$ cat src/logic/pcicfg_defines.vh
/*
 pcicfg_defines.vh: offsets, field positions, reset values and fixed codes of the
 configuration register bank. Holds definitions only; included by its bare name.
*/
`ifndef PCICFG_DEFINES_VH
`define PCICFG_DEFINES_VH

// bus geometry
`define PCICFG_AW            9
`define PCICFG_RESP_OKAY     2'b00

// register byte offsets
`define PCICFG_OFF_IDENT     9'h000
`define PCICFG_OFF_CMDSTAT   9'h004
`define PCICFG_OFF_CLASS     9'h008
`define PCICFG_OFF_LATCL     9'h00c
`define PCICFG_OFF_IOBASE    9'h010
`define PCICFG_OFF_MEMBASE   9'h014
`define PCICFG_OFF_SUBSYS    9'h02c
`define PCICFG_OFF_ROMBASE   9'h030
`define PCICFG_OFF_CAPPTR    9'h034
`define PCICFG_OFF_INTPAR    9'h03c
`define PCICFG_OFF_DRVSCR    9'h040
`define PCICFG_OFF_SIG       9'h080
`define PCICFG_OFF_PMCAP     9'h0c0
`define PCICFG_OFF_PMCSR     9'h0c4
`define PCICFG_OFF_IRQSTAT   9'h100
`define PCICFG_OFF_IRQCLR    9'h104
`define PCICFG_OFF_IRQEN     9'h108

// command word bits and reset values
`define PCICFG_CMD_IO        0
`define PCICFG_CMD_MEM       1
`define PCICFG_CMD_MASTER    2
`define PCICFG_CMD_PARRESP   6
`define PCICFG_CMD_SERREN    8
`define PCICFG_CMD_RST_IO    1'b1
`define PCICFG_CMD_RST_MEM   1'b1
`define PCICFG_CMD_RST_MST   1'b1
`define PCICFG_CMD_RST_PAR   1'b0
`define PCICFG_CMD_RST_SERR  1'b1

// status flags: index into the sticky flag vector and the interrupt registers
`define PCICFG_NFLAG         5
`define PCICFG_FL_DPR        0
`define PCICFG_FL_TAB        1
`define PCICFG_FL_MAB        2
`define PCICFG_FL_SERR       3
`define PCICFG_FL_PERR       4
`define PCICFG_STAT_NEWCAP   20
`define PCICFG_STAT_FBB      23
`define PCICFG_DEVSEL_MEDIUM 2'b01

// fixed read values
`define PCICFG_CLASS_VAL     32'h020000a0
`define PCICFG_CAPPTR_VAL    8'hc0
`define PCICFG_INTPIN_VAL    8'h01
`define PCICFG_PMCAP_VAL     32'h00020001
`define PCICFG_IO_IND        1'b1

// decode widths of the base registers
`define PCICFG_IO_LSB        7
`define PCICFG_MEM_LSB       7
`define PCICFG_ROM_LSB       14
`define PCICFG_ROM_EN        0

`endif

$ cat src/logic/pcicfg_sticky.v
/*
 pcicfg_sticky.v: a vector of sticky flags, set by hardware, cleared per bit.
 Assumes set and clear are synchronous one-cycle or level terms of clk_in.
*/
`timescale 1ns/10ps
module pcicfg_sticky #(
	parameter WIDTH = 1
) (
	input  wire             clk_in,   // system clock
	input  wire             reset_in, // async reset, active high
	input  wire [WIDTH-1:0] set_in,   // per-bit set
	input  wire [WIDTH-1:0] clr_in,   // per-bit clear
	output reg  [WIDTH-1:0] flag_out  // sticky flags
);

	// set beats clear so an event in the clearing cycle is kept
	always @(posedge clk_in or posedge reset_in)
	begin
		if (reset_in)
			flag_out <= {WIDTH{1'b0}};
		else
			flag_out <= set_in | (flag_out & ~clr_in);
	end

endmodule

$ cat src/logic/pcicfg_regs.v
/*
 pcicfg_regs.v: configuration register bank of a bus-master network controller,
 reached over an AXI4-Lite slave, with identity values fetched from a serial
 memory loader after reset and sticky error status with a level interrupt.
 Assumes all inputs are synchronous to clk_in and that the loader and the bus
 interface logic present their events as one-cycle pulses or levels.
*/
// Our own choice: the AXI4-Lite register port.
// Functional notes
// - hardware reset loads every configuration register with its default
// - controller software reset leaves configuration contents untouched
// - byte, halfword and word accesses touch only the enabled byte lanes
// - identity word: device id high half, vendor id low, both read-only
// - after reset release, fetch ids, subsystem ids, max latency, min grant
// - driver scratch bits 15:8 read back as written, rest reserved
// - signature register returns a fixed value and ignores writes
// - parity error flag sets on any detected parity error
// - system error flag sets whenever the system error output is driven
// - master abort flag sets when own master cycle ends in master abort
// - target abort flag sets when a target aborts an own master cycle
// - devsel timing field reads medium and targets claim with medium timing
// - data parity flag needs perr, bus mastership and parity response enabled
// - fast back-to-back flag reads one and target accepts such cycles
// - boot rom base decodes a window sized for a 128 kilobit rom
// - parity response enable resets to zero; when set together with serr enable, parity errors raise serr
`timescale 1ns/10ps
`include "pcicfg_defines.vh"
module pcicfg_regs #(
	parameter [31:0] SIGNATURE = 32'h5a5a1234 // arbitrary fixed signature value
) (
	input  wire                   clk_in,          // system clock, 125 mhz
	input  wire                   reset_in,        // hardware reset, async, high
	input  wire                   soft_reset_in,   // controller software reset
	// axi4-lite slave
	input  wire [`PCICFG_AW-1:0]  s_axi_awaddr,    // write address
	input  wire                   s_axi_awvalid,   // write address valid
	output wire                   s_axi_awready,   // write address ready
	input  wire [31:0]            s_axi_wdata,     // write data
	input  wire [3:0]             s_axi_wstrb,     // write byte strobes
	input  wire                   s_axi_wvalid,    // write data valid
	output wire                   s_axi_wready,    // write data ready
	output wire [1:0]             s_axi_bresp,     // write response
	output reg                    s_axi_bvalid,    // write response valid
	input  wire                   s_axi_bready,    // write response ready
	input  wire [`PCICFG_AW-1:0]  s_axi_araddr,    // read address
	input  wire                   s_axi_arvalid,   // read address valid
	output wire                   s_axi_arready,   // read address ready
	output reg  [31:0]            s_axi_rdata,     // read data
	output wire [1:0]             s_axi_rresp,     // read response
	output reg                    s_axi_rvalid,    // read data valid
	input  wire                   s_axi_rready,    // read data ready
	// serial memory loader
	output reg                    ee_fetch_req_out,  // fetch pending after reset
	input  wire                   ee_valid_in,       // loaded values present
	input  wire [15:0]            ee_device_id_in,   // loaded device identifier
	input  wire [15:0]            ee_vendor_id_in,   // loaded vendor identifier
	input  wire [15:0]            ee_subsys_id_in,   // subsystem id
	input  wire [15:0]            ee_subsys_ven_in,  // subsystem vendor id
	input  wire [7:0]             ee_min_gnt_in,     // minimum grant
	input  wire [7:0]             ee_max_lat_in,     // maximum latency
	input  wire                   ee_new_cap_in,     // capability list present
	// bus interface events
	input  wire                   parity_err_in,     // parity error detected
	input  wire                   perr_driven_in,    // device drove perr
	input  wire                   perr_seen_in,      // another agent drove perr
	input  wire                   bus_master_in,     // device is bus master
	input  wire                   master_abort_in,   // own cycle master-aborted
	input  wire                   target_abort_in,   // own cycle target-aborted
	input  wire [31:0]            rom_addr_in,       // address to check for rom
	output reg                    serr_assert_out,   // drive system error, pulse
	output wire [1:0]             devsel_timing_out, // devsel decode speed
	output wire                   fast_b2b_accept_out, // accept fast b2b cycles
	output wire                   io_enable_out,     // io space enable
	output wire                   mem_enable_out,    // memory space enable
	output wire                   master_enable_out, // bus master enable
	output wire                   rom_hit_out,       // rom window decode hit
	output wire                   irq_out            // level interrupt
);

	// configuration state
	reg  [15:0] device_id_r;
	reg  [15:0] vendor_id_r;
	reg  [15:0] subsys_id_r;
	reg  [15:0] subsys_ven_r;
	reg  [7:0]  min_gnt_r;
	reg  [7:0]  max_lat_r;
	reg         new_cap_r;
	reg  [8:0]  cmd_r;
	reg  [15:0] latcl_r;
	reg  [31:0] io_base_r;
	reg  [31:0] mem_base_r;
	reg  [31:0] rom_base_r;
	reg  [7:0]  int_line_r;
	reg  [7:0]  drv_scratch_r;
	reg  [1:0]  pm_state_r;
	reg  [`PCICFG_NFLAG-1:0] irq_en_r;

	// write channel holding
	reg                  aw_full_r;
	reg                  w_full_r;
	reg  [`PCICFG_AW-1:0] waddr_r;
	reg  [31:0]          wdata_r;
	reg  [3:0]           wstrb_r;
	wire                 do_write;
	wire [31:0]          bmask;
	reg  [31:0]          rd_word;

	// sticky flags
	wire [`PCICFG_NFLAG-1:0] err_set;
	wire [`PCICFG_NFLAG-1:0] err_clr;
	wire [`PCICFG_NFLAG-1:0] err_flags;
	wire [`PCICFG_NFLAG-1:0] irq_clr;
	wire [`PCICFG_NFLAG-1:0] irq_stat;
	wire [7:0]               stat_hi;

	// bit mask from byte strobes so only addressed lanes change
	assign bmask = {{8{wstrb_r[3]}}, {8{wstrb_r[2]}}, {8{wstrb_r[1]}}, {8{wstrb_r[0]}}};

	function [31:0] merge;
		input [31:0] old_v;
		input [31:0] new_v;
		input [31:0] m;
		begin
			merge = (old_v & ~m) | (new_v & m);
		end
	endfunction

	// address and data are taken in either order; the response follows both
	assign s_axi_awready = ~aw_full_r;
	assign s_axi_wready  = ~w_full_r;
	assign s_axi_bresp   = `PCICFG_RESP_OKAY;
	assign do_write      = aw_full_r & w_full_r & ~s_axi_bvalid;

	always @(posedge clk_in or posedge reset_in)
	begin
		if (reset_in)
		begin
			aw_full_r    <= 1'b0;
			w_full_r     <= 1'b0;
			waddr_r      <= {`PCICFG_AW{1'b0}};
			wdata_r      <= 32'h00000000;
			wstrb_r      <= 4'h0;
			s_axi_bvalid <= 1'b0;
		end
		else
		begin
			if (s_axi_awvalid && !aw_full_r)
			begin
				aw_full_r <= 1'b1;
				waddr_r   <= s_axi_awaddr;
			end
			if (s_axi_wvalid && !w_full_r)
			begin
				w_full_r <= 1'b1;
				wdata_r  <= s_axi_wdata;
				wstrb_r  <= s_axi_wstrb;
			end
			if (do_write)
			begin
				aw_full_r    <= 1'b0;
				w_full_r     <= 1'b0;
				s_axi_bvalid <= 1'b1;
			end
			else if (s_axi_bvalid && s_axi_bready)
				s_axi_bvalid <= 1'b0;
		end
	end

	// identity fetch: pending from reset until the loader delivers once
	always @(posedge clk_in or posedge reset_in)
	begin
		if (reset_in)
		begin
			ee_fetch_req_out <= 1'b1;
			device_id_r      <= 16'h0000;
			vendor_id_r      <= 16'h0000;
			subsys_id_r      <= 16'h0000;
			subsys_ven_r     <= 16'h0000;
			min_gnt_r        <= 8'h00;
			max_lat_r        <= 8'h00;
			new_cap_r        <= 1'b0;
		end
		else if (ee_fetch_req_out && ee_valid_in)
		begin
			ee_fetch_req_out <= 1'b0;
			device_id_r      <= ee_device_id_in;
			vendor_id_r      <= ee_vendor_id_in;
			subsys_id_r      <= ee_subsys_id_in;
			subsys_ven_r     <= ee_subsys_ven_in;
			min_gnt_r        <= ee_min_gnt_in;
			max_lat_r        <= ee_max_lat_in;
			new_cap_r        <= ee_new_cap_in;
		end
	end

	// writable fields; soft_reset_in is deliberately not an input here so a
	// controller reset cannot disturb the configuration
	always @(posedge clk_in or posedge reset_in)
	begin
		if (reset_in)
		begin
			cmd_r <= 9'h000;
			cmd_r[`PCICFG_CMD_IO]      <= `PCICFG_CMD_RST_IO;
			cmd_r[`PCICFG_CMD_MEM]     <= `PCICFG_CMD_RST_MEM;
			cmd_r[`PCICFG_CMD_MASTER]  <= `PCICFG_CMD_RST_MST;
			cmd_r[`PCICFG_CMD_PARRESP] <= `PCICFG_CMD_RST_PAR;
			cmd_r[`PCICFG_CMD_SERREN]  <= `PCICFG_CMD_RST_SERR;
			latcl_r       <= 16'h0000;
			io_base_r     <= 32'h00000000;
			mem_base_r    <= 32'h00000000;
			rom_base_r    <= 32'h00000000;
			int_line_r    <= 8'h00;
			drv_scratch_r <= 8'h00;
			pm_state_r    <= 2'b00;
			irq_en_r      <= {`PCICFG_NFLAG{1'b0}};
		end
		else if (do_write)
		begin
			case (waddr_r)
			`PCICFG_OFF_CMDSTAT:
			begin
				// only implemented command bits take a write
				cmd_r[`PCICFG_CMD_IO]      <= wstrb_r[0] ? wdata_r[`PCICFG_CMD_IO]
				                                         : cmd_r[`PCICFG_CMD_IO];
				cmd_r[`PCICFG_CMD_MEM]     <= wstrb_r[0] ? wdata_r[`PCICFG_CMD_MEM]
				                                         : cmd_r[`PCICFG_CMD_MEM];
				cmd_r[`PCICFG_CMD_MASTER]  <= wstrb_r[0] ? wdata_r[`PCICFG_CMD_MASTER]
				                                         : cmd_r[`PCICFG_CMD_MASTER];
				cmd_r[`PCICFG_CMD_PARRESP] <= wstrb_r[0] ? wdata_r[`PCICFG_CMD_PARRESP]
				                                         : cmd_r[`PCICFG_CMD_PARRESP];
				cmd_r[`PCICFG_CMD_SERREN]  <= wstrb_r[1] ? wdata_r[`PCICFG_CMD_SERREN]
				                                         : cmd_r[`PCICFG_CMD_SERREN];
			end
			`PCICFG_OFF_LATCL:
				latcl_r <= {wstrb_r[1] ? wdata_r[15:8] : latcl_r[15:8],
				            wstrb_r[0] ? wdata_r[7:0] : latcl_r[7:0]};
			`PCICFG_OFF_IOBASE:
				io_base_r <= merge(io_base_r, wdata_r, bmask)
				             & ({32{1'b1}} << `PCICFG_IO_LSB);
			`PCICFG_OFF_MEMBASE:
				mem_base_r <= merge(mem_base_r, wdata_r, bmask)
				              & ({32{1'b1}} << `PCICFG_MEM_LSB);
			`PCICFG_OFF_ROMBASE:
				// low address bits are hard zero, which sizes the window
				rom_base_r <= merge(rom_base_r, wdata_r, bmask)
				              & (({32{1'b1}} << `PCICFG_ROM_LSB) | 32'h00000001);
			`PCICFG_OFF_INTPAR:
				int_line_r <= wstrb_r[0] ? wdata_r[7:0] : int_line_r;
			`PCICFG_OFF_DRVSCR:
				drv_scratch_r <= wstrb_r[1] ? wdata_r[15:8] : drv_scratch_r;
			`PCICFG_OFF_PMCSR:
				pm_state_r <= wstrb_r[0] ? wdata_r[1:0] : pm_state_r;
			`PCICFG_OFF_IRQEN:
				irq_en_r <= wstrb_r[0] ? wdata_r[`PCICFG_NFLAG-1:0] : irq_en_r;
			default:
				cmd_r <= cmd_r;
			endcase
		end
	end

	// a parity error raises system error only when both enables are on
	always @(posedge clk_in or posedge reset_in)
	begin
		if (reset_in)
			serr_assert_out <= 1'b0;
		else
			serr_assert_out <= parity_err_in & cmd_r[`PCICFG_CMD_PARRESP]
			                   & cmd_r[`PCICFG_CMD_SERREN];
	end

	// flag set terms, laid out as status byte three
	assign err_set[`PCICFG_FL_DPR]  = (perr_driven_in | perr_seen_in) & bus_master_in
	                                  & cmd_r[`PCICFG_CMD_PARRESP];
	assign err_set[`PCICFG_FL_TAB]  = target_abort_in;
	assign err_set[`PCICFG_FL_MAB]  = master_abort_in;
	assign err_set[`PCICFG_FL_SERR] = serr_assert_out;
	assign err_set[`PCICFG_FL_PERR] = parity_err_in;

	// write-one-to-clear over the status byte lane
	assign stat_hi = wdata_r[31:24] & {8{wstrb_r[3]}};
	assign err_clr = (do_write && waddr_r == `PCICFG_OFF_CMDSTAT)
	                 ? {stat_hi[7:4], stat_hi[0]} : {`PCICFG_NFLAG{1'b0}};
	assign irq_clr = (do_write && waddr_r == `PCICFG_OFF_IRQCLR && wstrb_r[0])
	                 ? wdata_r[`PCICFG_NFLAG-1:0] : {`PCICFG_NFLAG{1'b0}};

	pcicfg_sticky #(
		.WIDTH (`PCICFG_NFLAG)
	) u_err_flags (
		.clk_in   (clk_in),
		.reset_in (reset_in),
		.set_in   (err_set),
		.clr_in   (err_clr),
		.flag_out (err_flags)
	);

	pcicfg_sticky #(
		.WIDTH (`PCICFG_NFLAG)
	) u_irq_flags (
		.clk_in   (clk_in),
		.reset_in (reset_in),
		.set_in   (err_set),
		.clr_in   (irq_clr),
		.flag_out (irq_stat)
	);

	assign irq_out = |(irq_stat & irq_en_r);

	// read decode; unmapped words read zero
	always @*
	begin
		rd_word = 32'h00000000;
		case (s_axi_araddr)
		`PCICFG_OFF_IDENT:   rd_word = {device_id_r, vendor_id_r};
		`PCICFG_OFF_CMDSTAT:
		begin
			rd_word = {23'h000000, cmd_r};
			rd_word[31:28] = err_flags[4:1];
			rd_word[26:25] = `PCICFG_DEVSEL_MEDIUM;
			rd_word[24]    = err_flags[0];
			rd_word[`PCICFG_STAT_FBB]    = 1'b1;
			rd_word[`PCICFG_STAT_NEWCAP] = new_cap_r;
		end
		`PCICFG_OFF_CLASS:   rd_word = `PCICFG_CLASS_VAL;
		`PCICFG_OFF_LATCL:   rd_word = {16'h0000, latcl_r};
		`PCICFG_OFF_IOBASE:  rd_word = io_base_r | {31'h0, `PCICFG_IO_IND};
		`PCICFG_OFF_MEMBASE: rd_word = mem_base_r;
		`PCICFG_OFF_SUBSYS:  rd_word = {subsys_id_r, subsys_ven_r};
		`PCICFG_OFF_ROMBASE: rd_word = rom_base_r;
		`PCICFG_OFF_CAPPTR:  rd_word = {24'h000000, `PCICFG_CAPPTR_VAL};
		`PCICFG_OFF_INTPAR:  rd_word = {max_lat_r, min_gnt_r, `PCICFG_INTPIN_VAL, int_line_r};
		`PCICFG_OFF_DRVSCR:  rd_word = {16'h0000, drv_scratch_r, 8'h00};
		`PCICFG_OFF_SIG:     rd_word = SIGNATURE;
		`PCICFG_OFF_PMCAP:   rd_word = `PCICFG_PMCAP_VAL;
		`PCICFG_OFF_PMCSR:   rd_word = {30'h00000000, pm_state_r};
		`PCICFG_OFF_IRQSTAT: rd_word = {27'h0000000, irq_stat};
		`PCICFG_OFF_IRQEN:   rd_word = {27'h0000000, irq_en_r};
		default:             rd_word = 32'h00000000;
		endcase
	end

	// one read at a time; rdata registered when the address is taken
	assign s_axi_arready = ~s_axi_rvalid;
	assign s_axi_rresp   = `PCICFG_RESP_OKAY;

	always @(posedge clk_in or posedge reset_in)
	begin
		if (reset_in)
		begin
			s_axi_rvalid <= 1'b0;
			s_axi_rdata  <= 32'h00000000;
		end
		else if (s_axi_arvalid && !s_axi_rvalid)
		begin
			s_axi_rvalid <= 1'b1;
			s_axi_rdata  <= rd_word;
		end
		else if (s_axi_rvalid && s_axi_rready)
			s_axi_rvalid <= 1'b0;
	end

	// target-side timing and enables
	assign devsel_timing_out   = `PCICFG_DEVSEL_MEDIUM;
	assign fast_b2b_accept_out = 1'b1;
	assign io_enable_out       = cmd_r[`PCICFG_CMD_IO];
	assign mem_enable_out      = cmd_r[`PCICFG_CMD_MEM];
	assign master_enable_out   = cmd_r[`PCICFG_CMD_MASTER];
	assign rom_hit_out = rom_base_r[`PCICFG_ROM_EN] & mem_enable_out
	                     & (rom_addr_in[31:`PCICFG_ROM_LSB]
	                        == rom_base_r[31:`PCICFG_ROM_LSB]);

endmodule

$ cat config.mk
export PLATFORM = sky130hd
export DESIGN_NAME = pcicfg_regs
export DESIGN_NICKNAME = d
export VERILOG_FILES = /design/src/logic/pcicfg_sticky.v /design/src/logic/pcicfg_regs.v
export VERILOG_INCLUDE_DIRS = /design/src /design/src/logic
export SDC_FILE = /design/constraint.sdc
export NUM_CORES = 1
export LEC_CHECK = 0
export ABC_AREA = 1
export BUFFER_PORTS_ARGS = -buffer_cell sky130_fd_sc_hd__buf_2
export CAP_MARGIN = 20
export CORE_ASPECT_RATIO = 1.2
export CORE_MARGIN = 3
export CORE_UTILIZATION = 45
export DETAILED_ROUTE_END_ITERATION = 7
export PLACE_DENSITY = 0.66
export SYNTH_ARGS = -nofsm -noshare
export SYNTH_HDL_FRONTEND = slang
export SYNTH_SLANG_ARGS = --single-unit
$ cat constraint.sdc
create_clock -name clk_in -period 16.5 [get_ports clk_in]
set_input_delay 1.65 -clock clk_in [delete_from_list [all_inputs] [get_ports clk_in]]
set_output_delay 1.65 -clock clk_in [all_outputs]
set_load 0.02 [all_outputs]
==> results of run 1 <==
[metrics by stage]
step | setup WS, ns | total power, W | std cells | instance area [µm²]
2_1_floorplan | 6.94 | 0.00102 | 1549 | 13300
3_3_place_gp | 12.29 | 0.00112 | 2092 | 14500
3_5_place_dp | 12.28 | 0.00113 | 2092 | 14500
4_1_cts | 12.28 | 0.00183 | 2146 | 15500
5_1_grt | 12.09 | 0.00190 | 2147 | 15600
6_report | 12.29 | 0.00181 | 2147 | 15600
[power by group]
part | internal (W) | switching (W)
clock | 0.000424 | 0.000276
combinational | 0.0000787 | 0.000198
sequential | 0.000790 | 0.0000480
total | 0.00129 | 0.000523
[synthesized netlist by cell type]
master | instances | share of area (%)
sky130_fd_sc_hd__nor4_1 | 3 | 0.14
sky130_fd_sc_hd__o211ai_1 | 1 | 0.057
sky130_fd_sc_hd__o21ai_0 | 95 | 3.6
sky130_fd_sc_hd__nor3_4 | 2 | 0.25
sky130_fd_sc_hd__dfrtp_1 | 282 | 53
sky130_fd_sc_hd__nand4_2 | 1 | 0.095
sky130_fd_sc_hd__buf_4 | 13 | 0.74
sky130_fd_sc_hd__a21oi_1 | 68 | 2.6
sky130_fd_sc_hd__nor2_2 | 7 | 0.33
sky130_fd_sc_hd__nand2_4 | 1 | 0.085
sky130_fd_sc_hd__nand3_2 | 2 | 0.15
sky130_fd_sc_hd__xnor2_1 | 1 | 0.066
sky130_fd_sc_hd__nor3b_1 | 1 | 0.057
sky130_fd_sc_hd__nand4_1 | 2 | 0.095
sky130_fd_sc_hd__nand2_2 | 6 | 0.28
sky130_fd_sc_hd__o221a_2 | 1 | 0.085
sky130_fd_sc_hd__buf_6 | 9 | 0.77
sky130_fd_sc_hd__o22ai_1 | 4 | 0.19
sky130_fd_sc_hd__nor3_1 | 6 | 0.23
sky130_fd_sc_hd__buf_1 | 9 | 0.26
sky130_fd_sc_hd__nand2_1 | 498 | 14
sky130_fd_sc_hd__a221oi_1 | 1 | 0.066
sky130_fd_sc_hd__nor2_1 | 160 | 4.5
sky130_fd_sc_hd__mux2_2 | 61 | 5.2
sky130_fd_sc_hd__inv_1 | 133 | 3.8
sky130_fd_sc_hd__nand3_4 | 6 | 0.79
sky130_fd_sc_hd__nand3_1 | 59 | 2.2
sky130_fd_sc_hd__o21ai_1 | 40 | 1.5
sky130_fd_sc_hd__dfstp_2 | 5 | 0.99
sky130_fd_sc_hd__buf_2 | 13 | 0.49
sky130_fd_sc_hd__inv_2 | 5 | 0.14
sky130_fd_sc_hd__clkbuf_1 | 15 | 0.43
sky130_fd_sc_hd__a22o_1 | 3 | 0.20
sky130_fd_sc_hd__nor2_4 | 2 | 0.17
sky130_fd_sc_hd__a21boi_0 | 1 | 0.057
sky130_fd_sc_hd__nor2_8 | 2 | 0.30
sky130_fd_sc_hd__conb_1 | 2 | 0.057
sky130_fd_sc_hd__o21ai_2 | 24 | 1.6
[per-layer routing]
metal	up-vias	routed length, µm	share of wire, %
met1	5153	17600	47
li1	5285	-	-
met5	-	0	0
met4	0	808	2.1
met3	46	2090	5.5
met2	315	17200	46
[layout make-up]
cell class	instances	area [µm²]
Clock buffer	45	908
Clock inverter	9	120
Fill cell	2693	13300
Inverter	138	526
Multi-Input combinational cell	1065	5210
Sequential cell	287	7190
Tap cell	385	482
Timing Repair Buffer	218	1140
[path summary, 6_finish.rpt]
path                                       start          endpoint  slack, ns  cells past startpoint
worst max-delay path             rom_addr_in[29]       rom_hit_out      12.29                      8
worst min-delay path            ee_fetch_req_out  ee_fetch_req_out       0.46                      2
worst max register to register  ee_fetch_req_out      min_gnt_r[0]      14.39                      3
worst min register to register  ee_fetch_req_out  ee_fetch_req_out       0.46                      2
max in group asynchronous               reset_in         async pin      13.72                      3
min in group asynchronous               reset_in    vendor_id_r[3]       1.21                      2
[worst max-delay path, delay by kind of cell]
| family | cells | cell delay (ns) |
|---|---|---|
| simple gates | 4 | 0.49 |
| buf+inv | 3 | 0.34 |
| compound gates | 1 | 0.08 |
[cell families (layout without fill, tap and decap cells)]
logic type	after synthesis	in the layout	share of synthesized area, %
compound gates	238	238	9.92
xor+xnor	1	1	0.0662
buf+inv	197	410	6.59
flops	287	287	54.3
mux	61	61	5.19
other cells	2	7	0.0567
simple gates	758	758	23.9
==> results.rst, run 1 <==
.. list-table::
   :header-rows: 1

   * - Metric
     - Value
   * - Number of antenna violations at the first check in global routing
     - 0
   * - Pins Over Slew Limit
     - 0
   * - Avg Synthesized Cell Area
     - about 8.6 µm²
   * - Root Buffer
     - sky130_fd_sc_hd__clkbuf_16
   * - Power density of the placed cells
     - 117 mW/mm²
   * - # nets final
     - approximately 1.9k
   * - CTS buffer count
     - 30
   * - Detailed-routing iteration count for the pre-antenna-repair pass
     - 5
   * - Final core area utilization
     - between 50% and 60%
   * - GR peak layer
     - met2
   * - Slowest Stage Delay on Critical Path
     - ~0.19 ns
   * - Worst min path class
     - register to register
   * - Setup repair after global routing missed its margin
     - no
   * - Maximum count of clock buffers along a single path
     - 3
   * - Initial Utilization
     - 45.9%
   * - Global-route usage over all layers
     - a little under a quarter
   * - Peak ir drop on the vdd network
     - roughly 0.000074 V
   * - Count of final hold-check violations
     - 0
   * - F_max
     - between 200 and 250 MHz
   * - Cells after synthesis
     - between 1.5k and 2k
   * - Hold buffer count at cts
     - 0
   * - Final setup fails
     - 0
   * - Relative slew margins
     - approximately a quarter
   * - Largest net degree at the start of global routing
     - about 200
   * - # H-tree levels
     - 1
   * - Count of max-cap constraint violations
     - 0
   * - Worst hold slack across all endpoints
     - 0.463 ns
   * - Post-layout minimum cycle time
     - 4.21 ns
   * - Core ar.
     - just under 0.03 mm²
   * - Postcts setup bufs
     - 0
   * - Met2 routing resource usage after global routing
     - between 30% and 40%
   * - Remaining DRCs
     - 0
   * - Residual overflow from global routing
     - 0
   * - Antenna violation net count after detailed routing
     - 0
   * - Crit end category
     - primary output
   * - RD Place Congestion
     - approximately 0.91
   * - Number of primary I/O pins
     - roughly 230
   * - Seq/Total Area, Yosys
     - between 50% and 60%
   * - Crit-path max FO
     - 2
   * - Met1 Resource Use GR
     - 35.0%
   * - CTS tree
     - built
   * - Relative area change from synthesis to final layout
     - 17.7%
   * - Die width
     - ~160 µm
   * - Overall die area
     - approximately 0.032 mm²
   * - Critical Path AT
     - between 2 and 3 ns
   * - Clock latency at the later pin of the worst-skew pair
     - around 0.55 ns
   * - Distinct cell type count after synthesis
     - 38
   * - Average wire per standard cell
     - 17.5 µm
   * - 1st-iter DRT viols
     - about 850
   * - Cell Chain, Critical Path
     - buf_2 -> inv_1 -> o22ai_1 -> nor2_1 -> nor3b_1 -> nand3_1 -> nor2_1 -> buf_2
   * - Sink Count
     - about 290
   * - Height of the die
     - 194 µm
   * - Classification of the worst setup path
     - input port to primary output
   * - Met3 track demand over resource in global routing
     - 3.18%
   * - Via Count
     - between 10k and 15k
   * - Commonest cells after routing, fill and taps aside
     - 496 x sky130_fd_sc_hd__nand2_1, 282 x sky130_fd_sc_hd__dfrtp_1, 210 x sky130_fd_sc_hd__buf_2, 159 x sky130_fd_sc_hd__nor2_1, 132 x sky130_fd_sc_hd__inv_1
   * - Worst-margin pin slew
     - about 1.1 ns
   * - Resized cells post-CTS
     - 0
   * - Yosys warning count
     - 0
   * - Worst path slowest cell
     - sky130_fd_sc_hd__nor3b_1
   * - Final setup TNS
     - 0 ns
   * - Number of global-route vias before repair
     - 10.5k
   * - Global-route wire length before repair
     - around 60000 µm
   * - Clock Pin Slew Worst Setup and Hold Paths
     - roughly 0.060 ns
   * - Final WL
     - 37600 µm
   * - Required time of the critical path
     - 14.85 ns
   * - Post-detailed-placement half-perimeter wirelength
     - between 20000 and 30000 µm
   * - Clock skew after layout
     - roughly 0.012 ns
   * - Share of layout cells above drive strength 1
     - between 20% and 30%
   * - Input/output buffers
     - 210
   * - Antenna diodes
     - 0
   * - Run status
     - finished clean
   * - Cell Area, Synth
     - ~0.013 mm²
   * - Crit start category
     - input port
   * - Final period utilization
     - roughly 26%
   * - Count of state elements after synthesis
     - 287
   * - Via/cell ratio
     - between 5 and 6
   * - Most common cell after layout, fill and taps aside
     - sky130_fd_sc_hd__nand2_1
   * - Row count
     - 68
   * - Leakage Power
     - 8.33 nW
Note: power is estimated with default switching activity, not from simulation.
==> run 2: changes to the inputs <==
--- a/config.mk
+++ b/config.mk
@@ -6,14 +6,14 @@
 export SDC_FILE = /design/constraint.sdc
 export NUM_CORES = 1
 export LEC_CHECK = 0
-export ABC_AREA = 1
+export ABC_AREA = 0
 export BUFFER_PORTS_ARGS = -buffer_cell sky130_fd_sc_hd__buf_2
 export CAP_MARGIN = 20
 export CORE_ASPECT_RATIO = 1.2
 export CORE_MARGIN = 3
 export CORE_UTILIZATION = 45
 export DETAILED_ROUTE_END_ITERATION = 7
-export PLACE_DENSITY = 0.66
+export PLACE_DENSITY = 0.67
 export SYNTH_ARGS = -nofsm -noshare
 export SYNTH_HDL_FRONTEND = slang
 export SYNTH_SLANG_ARGS = --single-unit
==> constraint.sdc (replaced) <==
create_clock -name clk_in -period 4.2 [get_ports clk_in]
set_input_delay 0.42 -clock clk_in [delete_from_list [all_inputs] [get_ports clk_in]]
set_output_delay 0.42 -clock clk_in [all_outputs]
set_load 0.02 [all_outputs]
==> run 2 against run 1 <==
Global-route usage is 0.25 points lower. Die area is 2.6% lower. Wire length is 3.4% lower. Clock-buffer cell count is 1 lower. Synthesized area is 2.7% lower. Largest cell class unchanged.
==> results.rst, run 2 <==
.. list-table::
   :header-rows: 1

   * - Metric
     - Value
   * - Run status
     - finished clean
   * - Primary flip-flop cell chosen by synthesis mapping
     - sky130_fd_sc_hd__dfrtp_1
   * - Final period utilization
     - about 64%
   * - Row count
     - 67
   * - Slowest Stage Delay on Critical Path
     - 0.40 ns
   * - Combined flip-flop and latch cell area
     - a little over 0.007 mm²
   * - Final Power
     - approximately 0.0073 W
   * - Crit end category
     - primary output
   * - Input/output buffers
     - between 200 and 250
   * - # H-tree levels
     - 1
   * - Top cell family by delay on the critical path
     - simple AND/OR/NAND/NOR gates
   * - Worst hold path startpoint
     - ee_valid_in
   * - CTS tree
     - built
   * - Worst-case reg-to-reg path depth
     - 5
   * - Cell types with the highest counts after synthesis
     - 282 x sky130_fd_sc_hd__dfrtp_1, 250 x sky130_fd_sc_hd__mux2_2, 53 x sky130_fd_sc_hd__nand2_1
   * - Count leader, synth
     - sky130_fd_sc_hd__dfrtp_1
   * - Instance count along the most critical hold path
     - 2
   * - Number of primary I/O pins
     - approximately 230
   * - Die width
     - 160 µm
   * - Leakage Power
     - approximately 7.4 nW
   * - Most common cell after layout, fill and taps aside
     - sky130_fd_sc_hd__dfrtp_1
   * - Postcts setup bufs
     - 0
   * - Endpoint of the lowest-slack register-to-register path
     - drv_scratch_r[2]
   * - Remaining DRCs
     - 0
   * - Cell Chain, Critical Path
     - xnor2_1 -> nand3_1 -> nor4_1 -> nand3_1 -> nor4_1 -> buf_2
   * - Clock skew after layout
     - about 0.013 ns
   * - Antenna violation net count after detailed routing
     - 0
   * - Count of final hold-check violations
     - 0
   * - Overall die area
     - around 0.031 mm²
   * - Resized cells post-CTS
     - 0
   * - Largest net degree at the start of global routing
     - between 100 and 150
   * - Detailed-routing iteration count for the pre-antenna-repair pass
     - 5
   * - Hold buffer count at cts
     - 1
   * - # nets final
     - between 1k and 1.5k
   * - Post-layout minimum cycle time
     - roughly 2.7 ns
   * - Final setup TNS
     - 0 ns
   * - Root Buffer
     - sky130_fd_sc_hd__clkbuf_16
   * - Worst-margin pin slew
     - 1.03 ns
   * - Global-route wire length before repair
     - around 55000 µm
   * - Clock Pin Slew Worst Setup and Hold Paths
     - 0.06 ns
   * - Cell Area, Synth
     - around 0.013 mm²
   * - Cells after synthesis
     - around 1.0k
   * - Yosys warning count
     - 0
   * - Worst min path class
     - input port to register
   * - Via Count
     - 9197
   * - Sink Count
     - about 290
   * - Peak ir drop on the vdd network
     - approximately 0.00034 V
   * - Number of antenna violations at the first check in global routing
     - 1
   * - Required time of the critical path
     - 3.78 ns
   * - Antenna diodes
     - 0
   * - CTS buffer count
     - 28
   * - Distinct cell type count after synthesis
     - 64
   * - Post-synth top area cell
     - sky130_fd_sc_hd__dfrtp_1
   * - Classification of the worst setup path
     - register to primary output
   * - Residual overflow from global routing
     - 0
   * - Worst hold slack across all endpoints
     - roughly 0.036 ns
   * - Final cell count without fillers
     - about 1.6k
   * - Worst path slowest cell
     - sky130_fd_sc_hd__dfrtp_1
   * - Initial Utilization
     - about 46%
   * - Critical Path AT
     - between 2 and 2.5 ns
   * - Fraction of registers with async set or reset after synthesis
     - 100%
   * - Final setup fails
     - 0
   * - Worst reg2reg setup slack
     - between 1.5 and 2 ns
   * - Worst hold endpoint
     - ee_fetch_req_out
   * - Relative slew margins
     - between 30% and 40%
   * - Commonest cells after routing, fill and taps aside
     - 282 x sky130_fd_sc_hd__dfrtp_1, 250 x sky130_fd_sc_hd__mux2_2, 210 x sky130_fd_sc_hd__buf_2, 52 x sky130_fd_sc_hd__nand2_1, 42 x sky130_fd_sc_hd__nor2_1
   * - Core ar.
     - approximately 0.028 mm²
   * - Final WL
     - around 36000 µm
   * - Final-layout fill cell count
     - between 2k and 2.5k
   * - Origin of the critical flop-to-flop path
     - w_full_r
   * - Height of the die
     - 191 µm
   * - Maximum count of clock buffers along a single path
     - 3
   * - Share of layout cells above drive strength 1
     - between 40% and 50%
   * - Seq/Total Area, Yosys
     - a little under three fifths
   * - 1st-iter DRT viols
     - 637
   * - Crit start category
     - register
   * - Area of combinational cells with multiple inputs
     - 0.00547 mm²
   * - Count of state elements after synthesis
     - about 290
   * - Via/cell ratio
     - about 5.7
   * - Area share of the leading cell type in the synthesized netlist
     - 54.8%
   * - Global-route usage over all layers
     - a little under a quarter
   * - Setup repair after global routing missed its margin
     - no
   * - Power density of the placed cells
     - between 400 and 500 mW/mm²
   * - Relative area change from synthesis to final layout
     - 19.0%
   * - RD Place Congestion
     - 0.874
   * - Clock latency at the later pin of the worst-skew pair
     - between 0.5 and 0.6 ns
   * - CP bufs+invs
     - 1
   * - Avg Synthesized Cell Area
     - ~13 µm²
   * - Crit-path max FO
     - 3
   * - Synth top area cells
     - sky130_fd_sc_hd__dfrtp_1 55%, sky130_fd_sc_hd__mux2_2 22%, sky130_fd_sc_hd__a22oi_1 2.1%
   * - Post-Place Cells
     - ~1.6k
   * - Number of flops mapped to enable cells by yosys
     - 0
   * - Post-detailed-placement half-perimeter wirelength
     - approximately 26000 µm
   * - Average wire per standard cell
     - about 23 µm
   * - Number of global-route vias before repair
     - around 9.3k
   * - Pins Over Slew Limit
     - 0
   * - F_max
     - between 300 and 400 MHz
   * - Count of max-cap constraint violations
     - 0
## run 2: cell types whose count changed in the layout (fill, tap and decap cells not counted), sizes merged, moves of 9 or more
cell,before,now
xor2,0,13
o21ai,159,15
nand3,67,12
inv,138,7
nor4,3,12
buf,218,230
a21o,0,9
a22oi,0,36
a221oi,1,14
nor2,171,43
mux2,61,252
nand2,505,59
a21oi,68,38
## run 2: stage by stage
| stage | setup WS, ns | utilization (%) | cell area [µm²] |
|---|---|---|---|
| after floorplan | -0.0211 | - | 12900 |
| after CTS | 1.40 | 54.6 | 15300 |
| after global routing | 1.28 | 54.6 | 15300 |
| after global placement | 1.41 | 51.3 | 14400 |
| final | 1.50 | 54.6 | 15300 |
| after detailed placement | 1.38 | 51.3 | 14400 |
## run 2: final cells by class
class,instances,share of cell area (%)
clock buffer,44,5.42
clock inverter,6,0.596
inverter,8,0.220
multi-input combinational,652,35.7
sequential,287,46.9
tap,379,3.09
timing repair buffer,231,8.07
## run 2: how the worst max path moves through the flow
stage / startpoint / depth (start not counted) / endpoint / slack (ns)
final: register / 6 / rom_hit_out / 1.50
after global routing: register / 6 / rom_hit_out / 1.28
after CTS: register / 6 / rom_hit_out / 1.40
after detailed placement: s_axi_araddr[3] / 7 / s_axi_rdata[13] / 1.38
after global placement: s_axi_araddr[3] / 7 / s_axi_rdata[10] / 1.41
after floorplan: reset_in / 1 / async pin / -0.02
## run 2: cell families (layout without fill, tap and decap cells)
kind of cell    Yosys count  after routing  synth area share, %
compound gates          178            178                 9.81
xor+xnor                 19             19                 1.29
buf+inv                  68            289                 2.32
flops                   287            287                 55.8
mux                     259            259                 22.6
other cells               2              7               0.0583
simple gates            189            189                 8.15
## run 2: where the power goes
part / internal (W) / switching (W) / total, W / leakage (nW)
Sequential: 0.00316 / 0.000452 / 0.00361 / 3.79
Combinational: 0.000531 / 0.000583 / 0.00111 / 3.13
Clock: 0.00147 / 0.00106 / 0.00253 / 0.453
## run 2: routing by layer
layer / vias to the layer above / GRT usage (%) / routed length [µm]
met1: 4690 / 31.3 / 15000
met5: - / 0 / 7
met4: 2 / 6.64 / 976
li1: 4121 / - / -
met2: 325 / 39.3 / 17800
met3: 59 / 4.01 / 2510
